<file path="config.mk">
export PLATFORM = sky130hd
export DESIGN_NAME = odc_regs
export DESIGN_NICKNAME = d
export VERILOG_FILES = /design/src/common/odc_pkg.sv /design/src/common/odc_ocp_if.sv /design/src/design/odc_ocp_debounce.sv /design/src/design/odc_regs.sv
export SDC_FILE = /design/constraint.sdc
export NUM_CORES = 1
export LEC_CHECK = 0
export BUFFER_PORTS_ARGS = -buffer_cell sky130_fd_sc_hd__buf_2
export CORE_ASPECT_RATIO = 1.1
export CORE_MARGIN = 2
export CORE_UTILIZATION = 38
export DETAILED_ROUTE_END_ITERATION = 8
export SETUP_SLACK_MARGIN = 0.05
export SYNTH_ARGS = -nofsm -noshare
export SYNTH_HDL_FRONTEND = slang
export SYNTH_SLANG_ARGS = --single-unit
</file>
<file path="constraint.sdc">
create_clock -name i_clock -period 7.37 [get_ports i_clock]
set_input_delay 1.1055 -clock i_clock [delete_from_list [all_inputs] [get_ports i_clock]]
set_output_delay 1.1055 -clock i_clock [all_outputs]
set_load 0.01 [all_outputs]
</file>
<file path="src/common/odc_pkg.sv">
// Constants for the output driver configuration register bank.
// Assumes a 10 MHz control clock and an 8-bit paged register port.
package odc_pkg;
  // Register offsets within a page
  localparam logic [7:0] OFF_PAGE = 8'h00;
  localparam logic [7:0] OFF_PWR = 8'h09;
  localparam logic [7:0] OFF_CM = 8'h0a;
  localparam logic [7:0] OFF_OCP = 8'h0b;
  localparam logic [7:0] OFF_ROUTE = 8'h0c;
  localparam logic [7:0] OFF_IRQ_STS = 8'h20;
  localparam logic [7:0] OFF_IRQ_CLR = 8'h21;
  localparam logic [7:0] OFF_IRQ_EN = 8'h22;
  localparam logic [7:0] BLOCK_PAGE = 8'h01;
  // Writable bits; the rest are reserved and read as zero
  localparam logic [7:0] MASK_PWR = 8'h3f;
  localparam logic [7:0] MASK_CM = 8'h7b;
  localparam logic [7:0] MASK_OCP = 8'h1f;
  localparam logic [7:0] MASK_ROUTE = 8'h0f;
  localparam logic [7:0] MASK_IRQ = 8'h03;
  // Reset values
  localparam logic [7:0] RST_PAGE = 8'h00;
  localparam logic [7:0] RST_PWR = 8'h00;
  localparam logic [7:0] RST_CM = 8'h00;
  localparam logic [7:0] RST_OCP = 8'h10;
  localparam logic [7:0] RST_ROUTE = 8'h00;
  // Power enable field positions
  localparam int PWR_HP_LEFT = 5;
  localparam int PWR_HP_RIGHT = 4;
  localparam int PWR_LINE_LEFT = 3;
  localparam int PWR_LINE_RIGHT = 2;
  localparam int PWR_MIX_LEFT = 1;
  localparam int PWR_MIX_RIGHT = 0;
  // Common mode and supply field positions
  localparam int CM_CHIP = 6;
  localparam int CM_HP_LO = 4;
  localparam int CM_LINE = 3;
  localparam int CM_SUPPLY = 1;
  localparam int CM_RANGE = 0;
  // Over-current field positions
  localparam int OCP_EN = 4;
  localparam int OCP_DEB_LO = 1;
  localparam int OCP_ACT = 0;
  // Headphone common mode levels as driven to the analog side
  typedef enum logic [1:0] {
    ODC_CM_CHIP = 2'b00,
    ODC_CM_1V25 = 2'b01,
    ODC_CM_1V5 = 2'b10,
    ODC_CM_1V65 = 2'b11
  } odc_hp_cm_t;
  // Debounce timing: one millisecond tick, shortest period 8 ms
  localparam int CLK_HZ = 10_000_000;
  localparam int TICK_MS = 1;
  localparam int MS_CYCLES = CLK_HZ / 1000 * TICK_MS;
  localparam int DEB_BASE_MS = 8;
  localparam int DEB_BASE_SHIFT = $clog2(DEB_BASE_MS) - 1;
endpackage

</file>
<file path="src/common/odc_ocp_if.sv">
// Carrier between the register bank and one over-current debouncer.
// Assumes both ends run on the same control clock.
`timescale 1ns/1ps
interface odc_ocp_if;
  logic det_en;
  logic [2:0] deb_code;
  logic hold;
  logic sense;
  logic trip;
  modport ctl (output det_en, output deb_code, output hold, output sense, input trip);
  modport det (input det_en, input deb_code, input hold, input sense, output trip);
endinterface

</file>
<file path="src/design/odc_ocp_debounce.sv">
// Over-current debouncer for one headphone driver.
// Assumes the sense input is synchronous to i_clock.
`timescale 1ns/1ps
module odc_ocp_debounce #(
  parameter int MS_CYCLES = odc_pkg::MS_CYCLES
) (
  input wire logic i_clock,
  input wire logic i_rst,
  odc_ocp_if.det oc
);
  localparam int PW = $clog2(MS_CYCLES + 1);
  typedef enum logic [1:0] {
    ST_IDLE = 2'b00,
    ST_COUNT = 2'b01,
    ST_TRIP = 2'b10
  } odc_deb_state_t;

  odc_deb_state_t state_r;
  logic [PW-1:0] pre_r;
  logic [9:0] ms_r;
  logic [9:0] target;
  logic tick;

  // Period in ms is 8 shifted left by code-1; a four-bit sum keeps 256 and 512 ms from wrapping
  assign target = 10'h001 << ({1'b0, oc.deb_code} + 4'(odc_pkg::DEB_BASE_SHIFT));
  assign tick = (pre_r == PW'(MS_CYCLES - 1));
  assign oc.trip = (state_r == ST_TRIP);

  always_ff @(posedge i_clock or posedge i_rst) begin
    if (i_rst) begin
      state_r <= ST_IDLE;
      pre_r <= '0;
      ms_r <= '0;
    end else begin
      case (state_r)
        ST_IDLE: begin
          pre_r <= '0;
          ms_r <= '0;
          if (oc.det_en && oc.sense) begin
            state_r <= (oc.deb_code == 3'h0) ? ST_TRIP : ST_COUNT;
          end
        end
        ST_COUNT: begin
          // Any gap in the condition restarts the whole period
          if (!oc.det_en || !oc.sense) begin
            state_r <= ST_IDLE;
            pre_r <= '0;
            ms_r <= '0;
          end else if (tick) begin
            pre_r <= '0;
            ms_r <= ms_r + 10'h001;
            if (ms_r == target - 10'h001) begin
              state_r <= ST_TRIP;
            end
          end else begin
            pre_r <= pre_r + PW'(1);
          end
        end
        ST_TRIP: begin
          // A powered-down driver stays off until software drops its enable
          if (!oc.det_en || (!oc.sense && !oc.hold)) begin
            state_r <= ST_IDLE;
          end
        end
        default: state_r <= ST_IDLE;
      endcase
    end
  end

  chk_detect_off: assert property (@(posedge i_clock) disable iff (i_rst)
    !oc.det_en |=> !oc.trip)
    else $error("Trip while detection disabled");
  chk_no_debounce: assert property (@(posedge i_clock) disable iff (i_rst)
    (state_r == ST_IDLE && oc.det_en && oc.sense && oc.deb_code == 3'h0) |=> oc.trip)
    else $error("Undebounced trip late");
  chk_count_restart: assert property (@(posedge i_clock) disable iff (i_rst)
    (state_r == ST_COUNT && !oc.sense) |=> (state_r == ST_IDLE && ms_r == 10'h000))
    else $error("Debounce did not restart");
  chk_early_trip: assert property (@(posedge i_clock) disable iff (i_rst)
    (state_r == ST_COUNT && ms_r < target - 10'h001) |=> !oc.trip)
    else $error("Trip before debounce period");
endmodule // odc_ocp_debounce

</file>
<file path="src/design/odc_regs.sv">
// Output driver configuration registers: power, common mode, supply,
// over-current protection and left headphone routing.
// Assumes a single-cycle strobe register port on the control clock.
`timescale 1ns/1ps

module odc_regs #(
  parameter int MS_CYCLES = odc_pkg::MS_CYCLES
) (
  input wire logic i_clock,
  input wire logic i_rst,
  input wire logic [7:0] i_addr,
  input wire logic [7:0] i_wdata,
  input wire logic i_wr,
  input wire logic i_rd,
  output logic [7:0] o_rdata,
  input wire logic i_oc_left,
  input wire logic i_oc_right,
  output logic o_left_headphone_driver_pwr,
  output logic o_right_headphone_driver_pwr,
  output logic o_left_line_driver_pwr,
  output logic o_right_line_driver_pwr,
  output logic o_left_mixer_amp_pwr,
  output logic o_right_mixer_amp_pwr,
  output logic o_chip_cm_low,
  output logic [1:0] o_hp_cm,
  output logic o_line_cm_regulator,
  output logic o_hp_supply_regulator,
  output logic o_regulator_range_high,
  output logic [1:0] o_oc_limit,
  output logic o_route_dac_pos,
  output logic o_route_left_input_one,
  output logic o_route_left_mixer_amp,
  output logic o_route_right_mixer_amp,
  output logic o_irq
);

  ////////////////////////////////////////////////////////////////////////////
  // Address decode

  function automatic logic hit(input logic [7:0] addr, input logic [7:0] off,
                               input logic paged);
    hit = (addr == off) && paged;
  endfunction

  logic [7:0] page_r;
  logic [7:0] pwr_r;
  logic [7:0] cm_r;
  logic [7:0] ocp_r;
  logic [7:0] route_r;
  logic [7:0] irq_sts_r;
  logic [7:0] irq_sts_nxt;
  logic [7:0] irq_en_r;
  logic [7:0] rdata_nxt;
  logic [1:0] trip;
  logic [1:0] trip_d_r;
  logic [1:0] sense;
  logic [1:0] drv_en;
  logic on_page;
  logic hp_cut;
  odc_pkg::odc_hp_cm_t hp_cm_nxt;

  // The page register is visible on every page; the rest only on ours
  assign on_page = (page_r == odc_pkg::BLOCK_PAGE);
  assign sense = {i_oc_right, i_oc_left};
  assign drv_en = {pwr_r[odc_pkg::PWR_HP_RIGHT], pwr_r[odc_pkg::PWR_HP_LEFT]};

  ////////////////////////////////////////////////////////////////////////////
  // Page select

  always_ff @(posedge i_clock or posedge i_rst) begin
    if (i_rst) begin
      page_r <= odc_pkg::RST_PAGE;
    end else if (i_wr && hit(i_addr, odc_pkg::OFF_PAGE, 1'b1)) begin
      page_r <= i_wdata;
    end
  end

  ////////////////////////////////////////////////////////////////////////////
  // Configuration registers; reserved bits are never stored

  always_ff @(posedge i_clock or posedge i_rst) begin
    if (i_rst) begin
      pwr_r <= odc_pkg::RST_PWR;
    end else if (i_wr && hit(i_addr, odc_pkg::OFF_PWR, on_page)) begin
      pwr_r <= i_wdata & odc_pkg::MASK_PWR;
    end
  end

  always_ff @(posedge i_clock or posedge i_rst) begin
    if (i_rst) begin
      cm_r <= odc_pkg::RST_CM;
    end else if (i_wr && hit(i_addr, odc_pkg::OFF_CM, on_page)) begin
      cm_r <= i_wdata & odc_pkg::MASK_CM;
    end
  end

  always_ff @(posedge i_clock or posedge i_rst) begin
    if (i_rst) begin
      ocp_r <= odc_pkg::RST_OCP;
    end else if (i_wr && hit(i_addr, odc_pkg::OFF_OCP, on_page)) begin
      ocp_r <= i_wdata & odc_pkg::MASK_OCP;
    end
  end

  always_ff @(posedge i_clock or posedge i_rst) begin
    if (i_rst) begin
      route_r <= odc_pkg::RST_ROUTE;
    end else if (i_wr && hit(i_addr, odc_pkg::OFF_ROUTE, on_page)) begin
      route_r <= i_wdata & odc_pkg::MASK_ROUTE;
    end
  end

  ////////////////////////////////////////////////////////////////////////////
  // Over-current debouncers, one per headphone driver

  generate
    for (genvar g = 0; g < 2; g++) begin : g_ocp
      odc_ocp_if oc_if ();
      assign oc_if.det_en = ocp_r[odc_pkg::OCP_EN];
      assign oc_if.deb_code = ocp_r[odc_pkg::OCP_DEB_LO +: 3];
      assign oc_if.hold = ocp_r[odc_pkg::OCP_ACT] && drv_en[g];
      assign oc_if.sense = sense[g];
      assign trip[g] = oc_if.trip;
      odc_ocp_debounce #(
        .MS_CYCLES(MS_CYCLES)
      ) u_deb (
        .i_clock(i_clock),
        .i_rst(i_rst),
        .oc(oc_if.det)
      );
    end
  endgenerate

  ////////////////////////////////////////////////////////////////////////////
  // Interrupts: a new trip on either driver sets a sticky bit

  always_ff @(posedge i_clock or posedge i_rst) begin
    if (i_rst) begin
      trip_d_r <= 2'h0;
    end else begin
      trip_d_r <= trip;
    end
  end

  always_comb begin
    irq_sts_nxt = irq_sts_r;
    if (i_wr && hit(i_addr, odc_pkg::OFF_IRQ_CLR, on_page)) begin
      irq_sts_nxt = irq_sts_r & ~i_wdata;
    end
    // Setting after clearing lets a same-cycle event survive the clear
    irq_sts_nxt = (irq_sts_nxt | {6'h00, trip & ~trip_d_r}) & odc_pkg::MASK_IRQ;
  end

  always_ff @(posedge i_clock or posedge i_rst) begin
    if (i_rst) begin
      irq_sts_r <= 8'h00;
    end else begin
      irq_sts_r <= irq_sts_nxt;
    end
  end

  always_ff @(posedge i_clock or posedge i_rst) begin
    if (i_rst) begin
      irq_en_r <= 8'h00;
    end else if (i_wr && hit(i_addr, odc_pkg::OFF_IRQ_EN, on_page)) begin
      irq_en_r <= i_wdata & odc_pkg::MASK_IRQ;
    end
  end

  assign o_irq = |(irq_sts_r & irq_en_r);

  ////////////////////////////////////////////////////////////////////////////
  // Read port: data stands in the cycle after the strobe only

  always_comb begin
    rdata_nxt = 8'h00;
    if (i_rd) begin
      if (hit(i_addr, odc_pkg::OFF_PAGE, 1'b1)) begin
        rdata_nxt = page_r;
      end else if (hit(i_addr, odc_pkg::OFF_PWR, on_page)) begin
        rdata_nxt = pwr_r;
      end else if (hit(i_addr, odc_pkg::OFF_CM, on_page)) begin
        rdata_nxt = cm_r;
      end else if (hit(i_addr, odc_pkg::OFF_OCP, on_page)) begin
        rdata_nxt = ocp_r;
      end else if (hit(i_addr, odc_pkg::OFF_ROUTE, on_page)) begin
        rdata_nxt = route_r;
      end else if (hit(i_addr, odc_pkg::OFF_IRQ_STS, on_page)) begin
        rdata_nxt = irq_sts_r;
      end else if (hit(i_addr, odc_pkg::OFF_IRQ_EN, on_page)) begin
        rdata_nxt = irq_en_r;
      end
    end
  end

  always_ff @(posedge i_clock or posedge i_rst) begin
    if (i_rst) begin
      o_rdata <= 8'h00;
    end else begin
      o_rdata <= rdata_nxt;
    end
  end

  ////////////////////////////////////////////////////////////////////////////
  // Analog controls

  always_comb begin
    case (cm_r[odc_pkg::CM_HP_LO +: 2])
      2'b00: hp_cm_nxt = odc_pkg::ODC_CM_CHIP;
      2'b01: hp_cm_nxt = odc_pkg::ODC_CM_1V25;
      2'b10: hp_cm_nxt = odc_pkg::ODC_CM_1V5;
      // 1.65V is out of reach on the low chip common mode
      2'b11: hp_cm_nxt = cm_r[odc_pkg::CM_CHIP] ? odc_pkg::ODC_CM_1V5
                                                 : odc_pkg::ODC_CM_1V65;
      default: hp_cm_nxt = odc_pkg::ODC_CM_CHIP;
    endcase
  end

  // Power-down action only cuts drivers, never the enable bits themselves
  assign hp_cut = ocp_r[odc_pkg::OCP_ACT];

  always_ff @(posedge i_clock or posedge i_rst) begin
    if (i_rst) begin
      o_left_headphone_driver_pwr <= 1'b0;
      o_right_headphone_driver_pwr <= 1'b0;
      o_left_line_driver_pwr <= 1'b0;
      o_right_line_driver_pwr <= 1'b0;
      o_left_mixer_amp_pwr <= 1'b0;
      o_right_mixer_amp_pwr <= 1'b0;
      o_oc_limit <= 2'h0;
    end else begin
      o_left_headphone_driver_pwr <= drv_en[0] && !(trip[0] && hp_cut);
      o_right_headphone_driver_pwr <= drv_en[1] && !(trip[1] && hp_cut);
      o_left_line_driver_pwr <= pwr_r[odc_pkg::PWR_LINE_LEFT];
      o_right_line_driver_pwr <= pwr_r[odc_pkg::PWR_LINE_RIGHT];
      o_left_mixer_amp_pwr <= pwr_r[odc_pkg::PWR_MIX_LEFT];
      o_right_mixer_amp_pwr <= pwr_r[odc_pkg::PWR_MIX_RIGHT];
      o_oc_limit <= trip & {2{!hp_cut}};
    end
  end

  always_ff @(posedge i_clock or posedge i_rst) begin
    if (i_rst) begin
      o_chip_cm_low <= 1'b0;
      o_hp_cm <= 2'b00;
      o_line_cm_regulator <= 1'b0;
      o_hp_supply_regulator <= 1'b0;
      o_regulator_range_high <= 1'b0;
    end else begin
      o_chip_cm_low <= cm_r[odc_pkg::CM_CHIP];
      o_hp_cm <= hp_cm_nxt;
      o_line_cm_regulator <= cm_r[odc_pkg::CM_LINE];
      o_hp_supply_regulator <= cm_r[odc_pkg::CM_SUPPLY];
      o_regulator_range_high <= cm_r[odc_pkg::CM_SUPPLY] && cm_r[odc_pkg::CM_RANGE];
    end
  end

  // Each source has its own switch, so any mix may be on together
  always_ff @(posedge i_clock or posedge i_rst) begin
    if (i_rst) begin
      o_route_dac_pos <= 1'b0;
      o_route_left_input_one <= 1'b0;
      o_route_left_mixer_amp <= 1'b0;
      o_route_right_mixer_amp <= 1'b0;
    end else begin
      o_route_dac_pos <= route_r[3];
      o_route_left_input_one <= route_r[2];
      o_route_left_mixer_amp <= route_r[1];
      o_route_right_mixer_amp <= route_r[0];
    end
  end

  ////////////////////////////////////////////////////////////////////////////
  // Checks

  chk_hp_power_off: assert property (@(posedge i_clock) disable iff (i_rst)
    !drv_en[0] |=> !o_left_headphone_driver_pwr)
    else $error("Left headphone powered while disabled");
  chk_line_follow: assert property (@(posedge i_clock) disable iff (i_rst)
    ##1 o_left_line_driver_pwr == $past(pwr_r[odc_pkg::PWR_LINE_LEFT])
        && o_right_line_driver_pwr == $past(pwr_r[odc_pkg::PWR_LINE_RIGHT]))
    else $error("Line driver power mismatch");
  chk_mixer_follow: assert property (@(posedge i_clock) disable iff (i_rst)
    $rose(pwr_r[odc_pkg::PWR_MIX_LEFT]) |=> o_left_mixer_amp_pwr)
    else $error("Left mixer amp not powered");
  chk_chip_cm: assert property (@(posedge i_clock) disable iff (i_rst)
    ##1 o_chip_cm_low == $past(cm_r[odc_pkg::CM_CHIP]))
    else $error("Chip common mode mismatch");
  chk_hp_cm_fold: assert property (@(posedge i_clock) disable iff (i_rst)
    (cm_r[6:4] == 3'b111) |=> o_hp_cm == 2'b10)
    else $error("Headphone common mode did not fold to 1.5V");
  chk_hp_cm_high: assert property (@(posedge i_clock) disable iff (i_rst)
    (cm_r[6:4] == 3'b011) |=> o_hp_cm == 2'b11)
    else $error("Headphone common mode not 1.65V");
  chk_line_cm: assert property (@(posedge i_clock) disable iff (i_rst)
    ##1 o_line_cm_regulator == $past(cm_r[odc_pkg::CM_LINE]))
    else $error("Line common mode mismatch");
  chk_hp_supply: assert property (@(posedge i_clock) disable iff (i_rst)
    ##1 o_hp_supply_regulator == $past(cm_r[odc_pkg::CM_SUPPLY]))
    else $error("Headphone supply mismatch");
  chk_range_gate: assert property (@(posedge i_clock) disable iff (i_rst)
    !cm_r[odc_pkg::CM_SUPPLY] |=> !o_regulator_range_high)
    else $error("Range high on analog supply");
  chk_trip_cut: assert property (@(posedge i_clock) disable iff (i_rst)
    (trip[1] && hp_cut) |=> !o_right_headphone_driver_pwr && !o_oc_limit[1])
    else $error("Tripped driver not powered down");
  chk_trip_limit: assert property (@(posedge i_clock) disable iff (i_rst)
    (trip[0] && !hp_cut) |=> o_oc_limit[0])
    else $error("Tripped driver not limited");
  chk_route_mix: assert property (@(posedge i_clock) disable iff (i_rst)
    (route_r[1:0] == 2'b11) |=> o_route_left_mixer_amp && o_route_right_mixer_amp)
    else $error("Mixer routes not both on");
  chk_reserved_zero: assert property (@(posedge i_clock) disable iff (i_rst)
    (pwr_r & ~odc_pkg::MASK_PWR) == 8'h00 && (ocp_r & ~odc_pkg::MASK_OCP) == 8'h00)
    else $error("Reserved bit stored");
  chk_irq_sticky: assert property (@(posedge i_clock) disable iff (i_rst)
    (trip[0] && !trip_d_r[0]) |=> irq_sts_r[0])
    else $error("Trip event lost");
  chk_read_latency: assert property (@(posedge i_clock) disable iff (i_rst)
    !i_rd |=> o_rdata == 8'h00)
    else $error("Read data outside read slot");

endmodule // odc_regs

</file>
* After elaboration in Yosys (flattened, before gate mapping)
Cells that the tools add are included.
** Word-level totals
- Register bits after elaboration :: 113
- Bits of input ports :: 22
- Output and inout port bits :: 27
- Word-level logic and storage cells :: 157
** Cells by class
- Add/subtract/negate cells :: 6
- Equality and inequality tests :: 27
- Shifts and indexed selects :: 1
- Muxes and demuxes :: 36
- Bitwise gates (word level) :: 7
- Reduce and logical (&&, ||, !) cells :: 49
** Operators by type and width (count)
- 2-to-1 mux 14 bit :: 4
- case mux 14 bit (2 select lines) :: 2
- 2-to-1 mux 10 bit :: 4
- case mux 10 bit (2 select lines) :: 2
- == test 8 x 4 -> 1 bit (second input constant) :: 4
- adder 14 x 1 -> 14 bit (second input constant) :: 2
- == test 14 bit (second input constant) :: 2
- 2-to-1 mux 2 bit :: 14
- logical AND 1 bit :: 25
- == test 8 x 6 -> 1 bit (second input constant) :: 3
- adder 10 x 1 -> 10 bit (second input constant) :: 2
- == test 10 bit :: 2
- 2-to-1 mux 8 bit :: 2
- 2-to-1 mux 7 bit :: 2
- inequality test 3 x 1 -> 1 bit (second input constant) :: 4
- case mux 2 bit (3 select lines) :: 2
- << shifter 1 x 4 -> 10 bit (first input constant) :: 1
- subtractor 10 x 1 -> 10 bit (second input constant) :: 1
- AND 2 bit :: 4
- == test 2 bit (second input constant) :: 4
- == test 8 x 1 -> 1 bit (second input constant) :: 1
- zero test 1 bit :: 8
- zero test 8 bit :: 1
- inequality test 2 x 1 -> 1 bit (second input constant) :: 4
- 15 further kinds :: 26

* Longest topological paths before layout
- Depth after elaboration :: 10
- Gate-level depth with buffers :: 9
- Depth with buffers taken out :: 6

* Modules after synthesis
A second synthesis with hierarchy kept.
** Second synthesis, totals
- Cell total of the unflattened synthesis :: 537
- Area total of the unflattened synthesis :: 5723.0 sq um
** Modules (own cells, without submodules)
- odc_ocp_debounce :: instances 2, cells an instance 174, area an instance 1606.5 sq um, seq. area each 650.6 sq um
- odc_regs :: instances 1, cells an instance 189, area an instance 2509.9 sq um, seq. area each 1527.7 sq um

* Worst setup path before layout
Ideal clock, no wire load.
- Path type :: input-to-reg
- Start point :: input port i_addr[4]
- End point :: register ocp_r[0]
- Library setup time :: 0.125 ns
- Arrival :: 2.452 ns
- Slack :: 4.793 ns
- Stages on the path :: 5
- Buffers on the path :: 0
- Cells stage by stage :: nor3_4 nand4_2 or3b_4 nor2_4 mux2_2
** Between the ends
- Word-level cells in the longest chain between the ends :: 3
** RTL lines
- start, declared :: RTL line odc_regs.sv:11 : input wire logic [7:0] i_addr,
- == test 8 x 4 -> 1 bit :: RTL line odc_regs.sv:42 : hit = (addr == off) && paged;
- logical AND 1 bit :: RTL line odc_regs.sv:42
- logical AND 1 bit :: RTL line odc_regs.sv:100 : end else if (i_wr && hit(i_addr, odc_pkg::OFF_OCP, on_page)) begin
- end signal, assigned :: RTL line odc_regs.sv:99 : ocp_r <= odc_pkg::RST_OCP;
- end signal, assigned :: RTL line odc_regs.sv:101 : ocp_r <= i_wdata & odc_pkg::MASK_OCP;
- end, declared :: RTL line odc_regs.sv:48 : logic [7:0] ocp_r;
Every way passes these cells.
A chain may end at the register's enable or synchronous reset.

* Final worst setup path
- Start point :: register ocp_r[2]
- End point :: register g_ocp[0].u_deb.state_r[0]
** Between the ends
- Word-level cells in the longest chain between the ends :: 6
** RTL lines
- adder 3 x 2 -> 4 bit :: RTL line odc_ocp_debounce.sv:25 : assign target = 10'h001 << ({1'b0, oc.deb_code} + 4'(odc_pkg::DEB_BASE_SHIFT));
- << shifter 1 x 4 -> 10 bit :: RTL line odc_ocp_debounce.sv:25
- subtractor 10 x 1 -> 10 bit :: RTL line odc_ocp_debounce.sv:52 : if (ms_r == target - 10'h001) begin
- == test 10 bit :: RTL line odc_ocp_debounce.sv:52
- inequality test 3 x 1 -> 1 bit (no source line)
- AND reduction 4 bit (no source line)
- end signal, assigned :: RTL line odc_ocp_debounce.sv:40 : state_r <= (oc.deb_code == 3'h0) ? ST_TRIP : ST_COUNT;
- end, declared :: RTL line odc_ocp_debounce.sv:18 : odc_deb_state_t state_r;
Parallel ways exist; a longest one is shown, timed or not. The select of a mux whose other input is x is not followed.

==> flow_summary.json <==
{
  "status": "complete, no violations",
  "antennaDiodeCount": 0,
  "viasPerCell": 5.46,
  "cts_max_level": 4,
  "drt-initial-drc-count": 384,
  "syn_inst": 539,
  "hold_class": "register to register",
  "gp_congestion": 0.900,
  "critPathMaxStageDelay_ns": 0.64,
  "worst_slew_pin_slew_ns": 1.03,
  "start_util_pct": 39.2,
  "synth_area_mm2": 0.00569,
  "min_period_over_period_pct": 33.9,
  "clock_sinks": 113,
  "io_pins": 49,
  "cts_root_buf": "clkbuf_16",
  "seqCellArea_mm2": 0.00283,
  "cts-resized-gates": 0,
  "synth_nets": 566,
  "avgSynthCellArea_um2": 10.6,
  "synth_top_cell_by_area": "dfrtp_1",
  "p_leak_uw": 0.00302,
  "peakVddDrop_mv": 0.148,
  "pre_cts_ws_ns": 4.49,
  "remaining_drc_errors": 0,
  "num_vias": 4316,
  "fin_util_pct": 45.8,
  "skew_ns": 0.0108,
  "dpl.cell_count": 761,
  "clk_latency_ns": 0.40,
  "fill_cells": 1370,
  "cts_max_path_buffers": 2,
  "multi_input_area_mm2": 0.00269,
  "ys_types": 70,
  "r2r_cells": 6,
  "worstPathCellList": "ha_1 -> nand2_1 -> a22oi_1 -> o221ai_1 -> a2111oi_0 -> a31oi_1",
  "post-route-worst-setup-slack_ns": 4.87,
  "pwr_density_cell_mw_per_mm2": 222,
  "die_x_um": 121,
  "ys_top_cells_by_area": "dfrtp_1 49%, mux2_2 7.1%, nor2_1 3.4%",
  "rsz0062_at_grt": "no",
  "fmax_mhz": 400,
  "crit_required_ns": 7.62,
  "final_common_cell": "dfrtp_1",
  "crit_slowest_cell": "ha_1",
  "whs_ns": 0.409,
  "grt_max_degree": 83,
  "synth_seq_cells": 113,
  "post-route-min-period_ns": 2.50,
  "setup-tns-final_ns": 0,
  "ys_seq_area_share_pct": 49.7,
  "maxSlewHeadroom_pct": 31.1,
  "syn_to_final_growth_pct": 16.9,
  "final_cell_mix": "112 x dfrtp_1, 51 x nor2_1, 48 x buf_2",
  "rows": 46,
  "post_cts_buffers": 0,
  "first_pass_iters": 4,
  "synth_ff_type": "dfrtp_1",
  "setup_viol": 0,
  "grt_overflow": 0,
  "crit_fanout": 21,
  "dp_hpwl_um": 9110,
  "die_h_um": 132,
  "startpoint_type": "register",
  "finalHoldViolCount": 0,
  "end_kind": "register",
  "cts_hold_buf": 0,
  "routedWlPerCell_um": 16.1,
  "final_antenna_net_count": 0,
  "drive_gt1_share_pct": 22.5,
  "stdcell_count": 791,
  "die_area_mm2": 0.0160,
  "yosysWarnings": 0,
  "maxSlewViolCount": 0,
  "totalWireLength_um": 12800,
  "cap_violations": 0,
  "grt_pass1_wl_um": 21600,
  "synth-async-reset-ratio_pct": 100,
  "nNetsFinal": 615,
  "critPathKind": "register to register",
  "port_buffers": 48,
  "core_mm2": 0.0145,
  "cts_inserted_buffers": 17,
  "synth_top_area_share_pct": 49.3,
  "cts_tree": "done",
  "synth-edff-count": 0,
  "grt_antenna_before_repair": 0,
  "grt_pass1_vias": 4332,
  "whs_path_depth": 1,
  "clk_pin_slew_worst_paths_ns": 0.05,
  "grt_usage_pct": 16.8,
  "crit_arrival_ns": 2.75
}
cells by family after synthesis:
group / synth area share [%]
xor gates and xnor gates: 4.47
and+or+nand+nor: 21.6
adders and majority gates: 1.10
muxes: 8.05
buffers and inverters: 2.99
DFF: 49.7
AOI/OAI and AO/OA: 12.0
flip-flops by register name, summed over array words and instances, names as in the netlist, 2 cells and up:
name / count
g_ocp.u_deb.state_r: 4
pwr_r: 6
g_ocp.u_deb.pre_r: 28
o_rdata: 8
route_r: 4
ocp_r: 5
o_hp_cm: 2
irq_sts_r: 2
g_ocp.u_deb.ms_r: 20
cm_r: 6
trip_d_r: 2
page_r: 8
o_oc_limit: 2
irq_en_r: 2
area by class of cell:
cell class	count	area share, %
sequential	113	42.6
multi-input combinational	394	40.4
inverter	12	0.715
timing repair buffer	50	3.84
clock buffer	21	7.23
clock inverter	9	1.62
tap	192	3.61
power by group:
part / switching (µW) / internal (µW) / total (µW)
logic: 29.9 / 12.8 / 42.7
registers: 3.44 / 624 / 627
clock network: 278 / 528 / 806
layer usage:
metal | GRT usage [%] | vias to the layer above | share of wire [%] | wire length [µm]
li1 | - | 2066 | - | -
met1 | 21.8 | 2145 | 45 | 5800
met2 | 27.9 | 93 | 50 | 6360
met3 | 3.72 | 12 | 3.8 | 480
met4 | 5.30 | 0 | 0.99 | 126
met5 | 0 | - | 0 | 0
through the flow:
stage / cell area [µm²] / total power (µW)
after floorplan: 5690 / 664
after global placement: 6060 / 681
after detailed placement: 6060 / 681
after CTS: 6650 / 1490
after global routing: 6650 / 1530
final: 6650 / 1480
synthesized netlist by cell type (3+ instances only):
library cell,count
a21boi_0,3
a21o_1,7
a21oi_1,17
a22o_1,7
a22oi_1,5
a31oi_1,4
a32oi_1,4
and2_1,3
and3_1,9
clkbuf_1,12
clkbuf_8,4
dfrtp_1,112
ha_1,5
inv_1,12
mux2_2,36
mux2i_1,3
nand2_1,42
nand2b_1,8
nand3_1,19
nand3b_1,4
nand4_1,11
nand4b_1,3
nor2_1,51
nor2b_1,8
nor3_1,21
nor3b_1,7
nor4_1,9
o21ai_0,26
o2bb2ai_1,4
o31ai_1,3
or3_1,4
xnor2_1,19
xor2_1,10
critical path: cells and delay by family, from the launching register on:
family,cells,cell delay (ns)
AO/OA/AOI/OAI,4,1.00
adder cells (fa/ha/maj),1,0.64
flip-flops,1,0.55
AND/OR/NAND/NOR,1,0.16
final timing paths:
| check | startpoint | to | slack, ns |
|---|---|---|---|
| max | ocp_r[2]$_DFFE_PP0P_ | g_ocp[0].u_deb.state_r[0]$_DFFE_PP0P_ | 4.87 |
| min | trip_d_r[0]$_DFF_PP0_ | irq_sts_r[0]$_DFF_PP0_ | 0.41 |
| max reg2reg | ocp_r[2]$_DFFE_PP0P_ | g_ocp[0].u_deb.state_r[0]$_DFFE_PP0P_ | 4.87 |
| min reg2reg | trip_d_r[0]$_DFF_PP0_ | irq_sts_r[0]$_DFF_PP0_ | 0.41 |
| max in group asynchronous | i_rst | g_ocp[0].u_deb.state_r[0]$_DFFE_PP0P_ | 5.28 |
| min in group asynchronous | i_rst | g_ocp[1].u_deb.pre_r[3]$_DFFE_PP0P_ | 0.70 |
(Power assumes the default switching activity.)
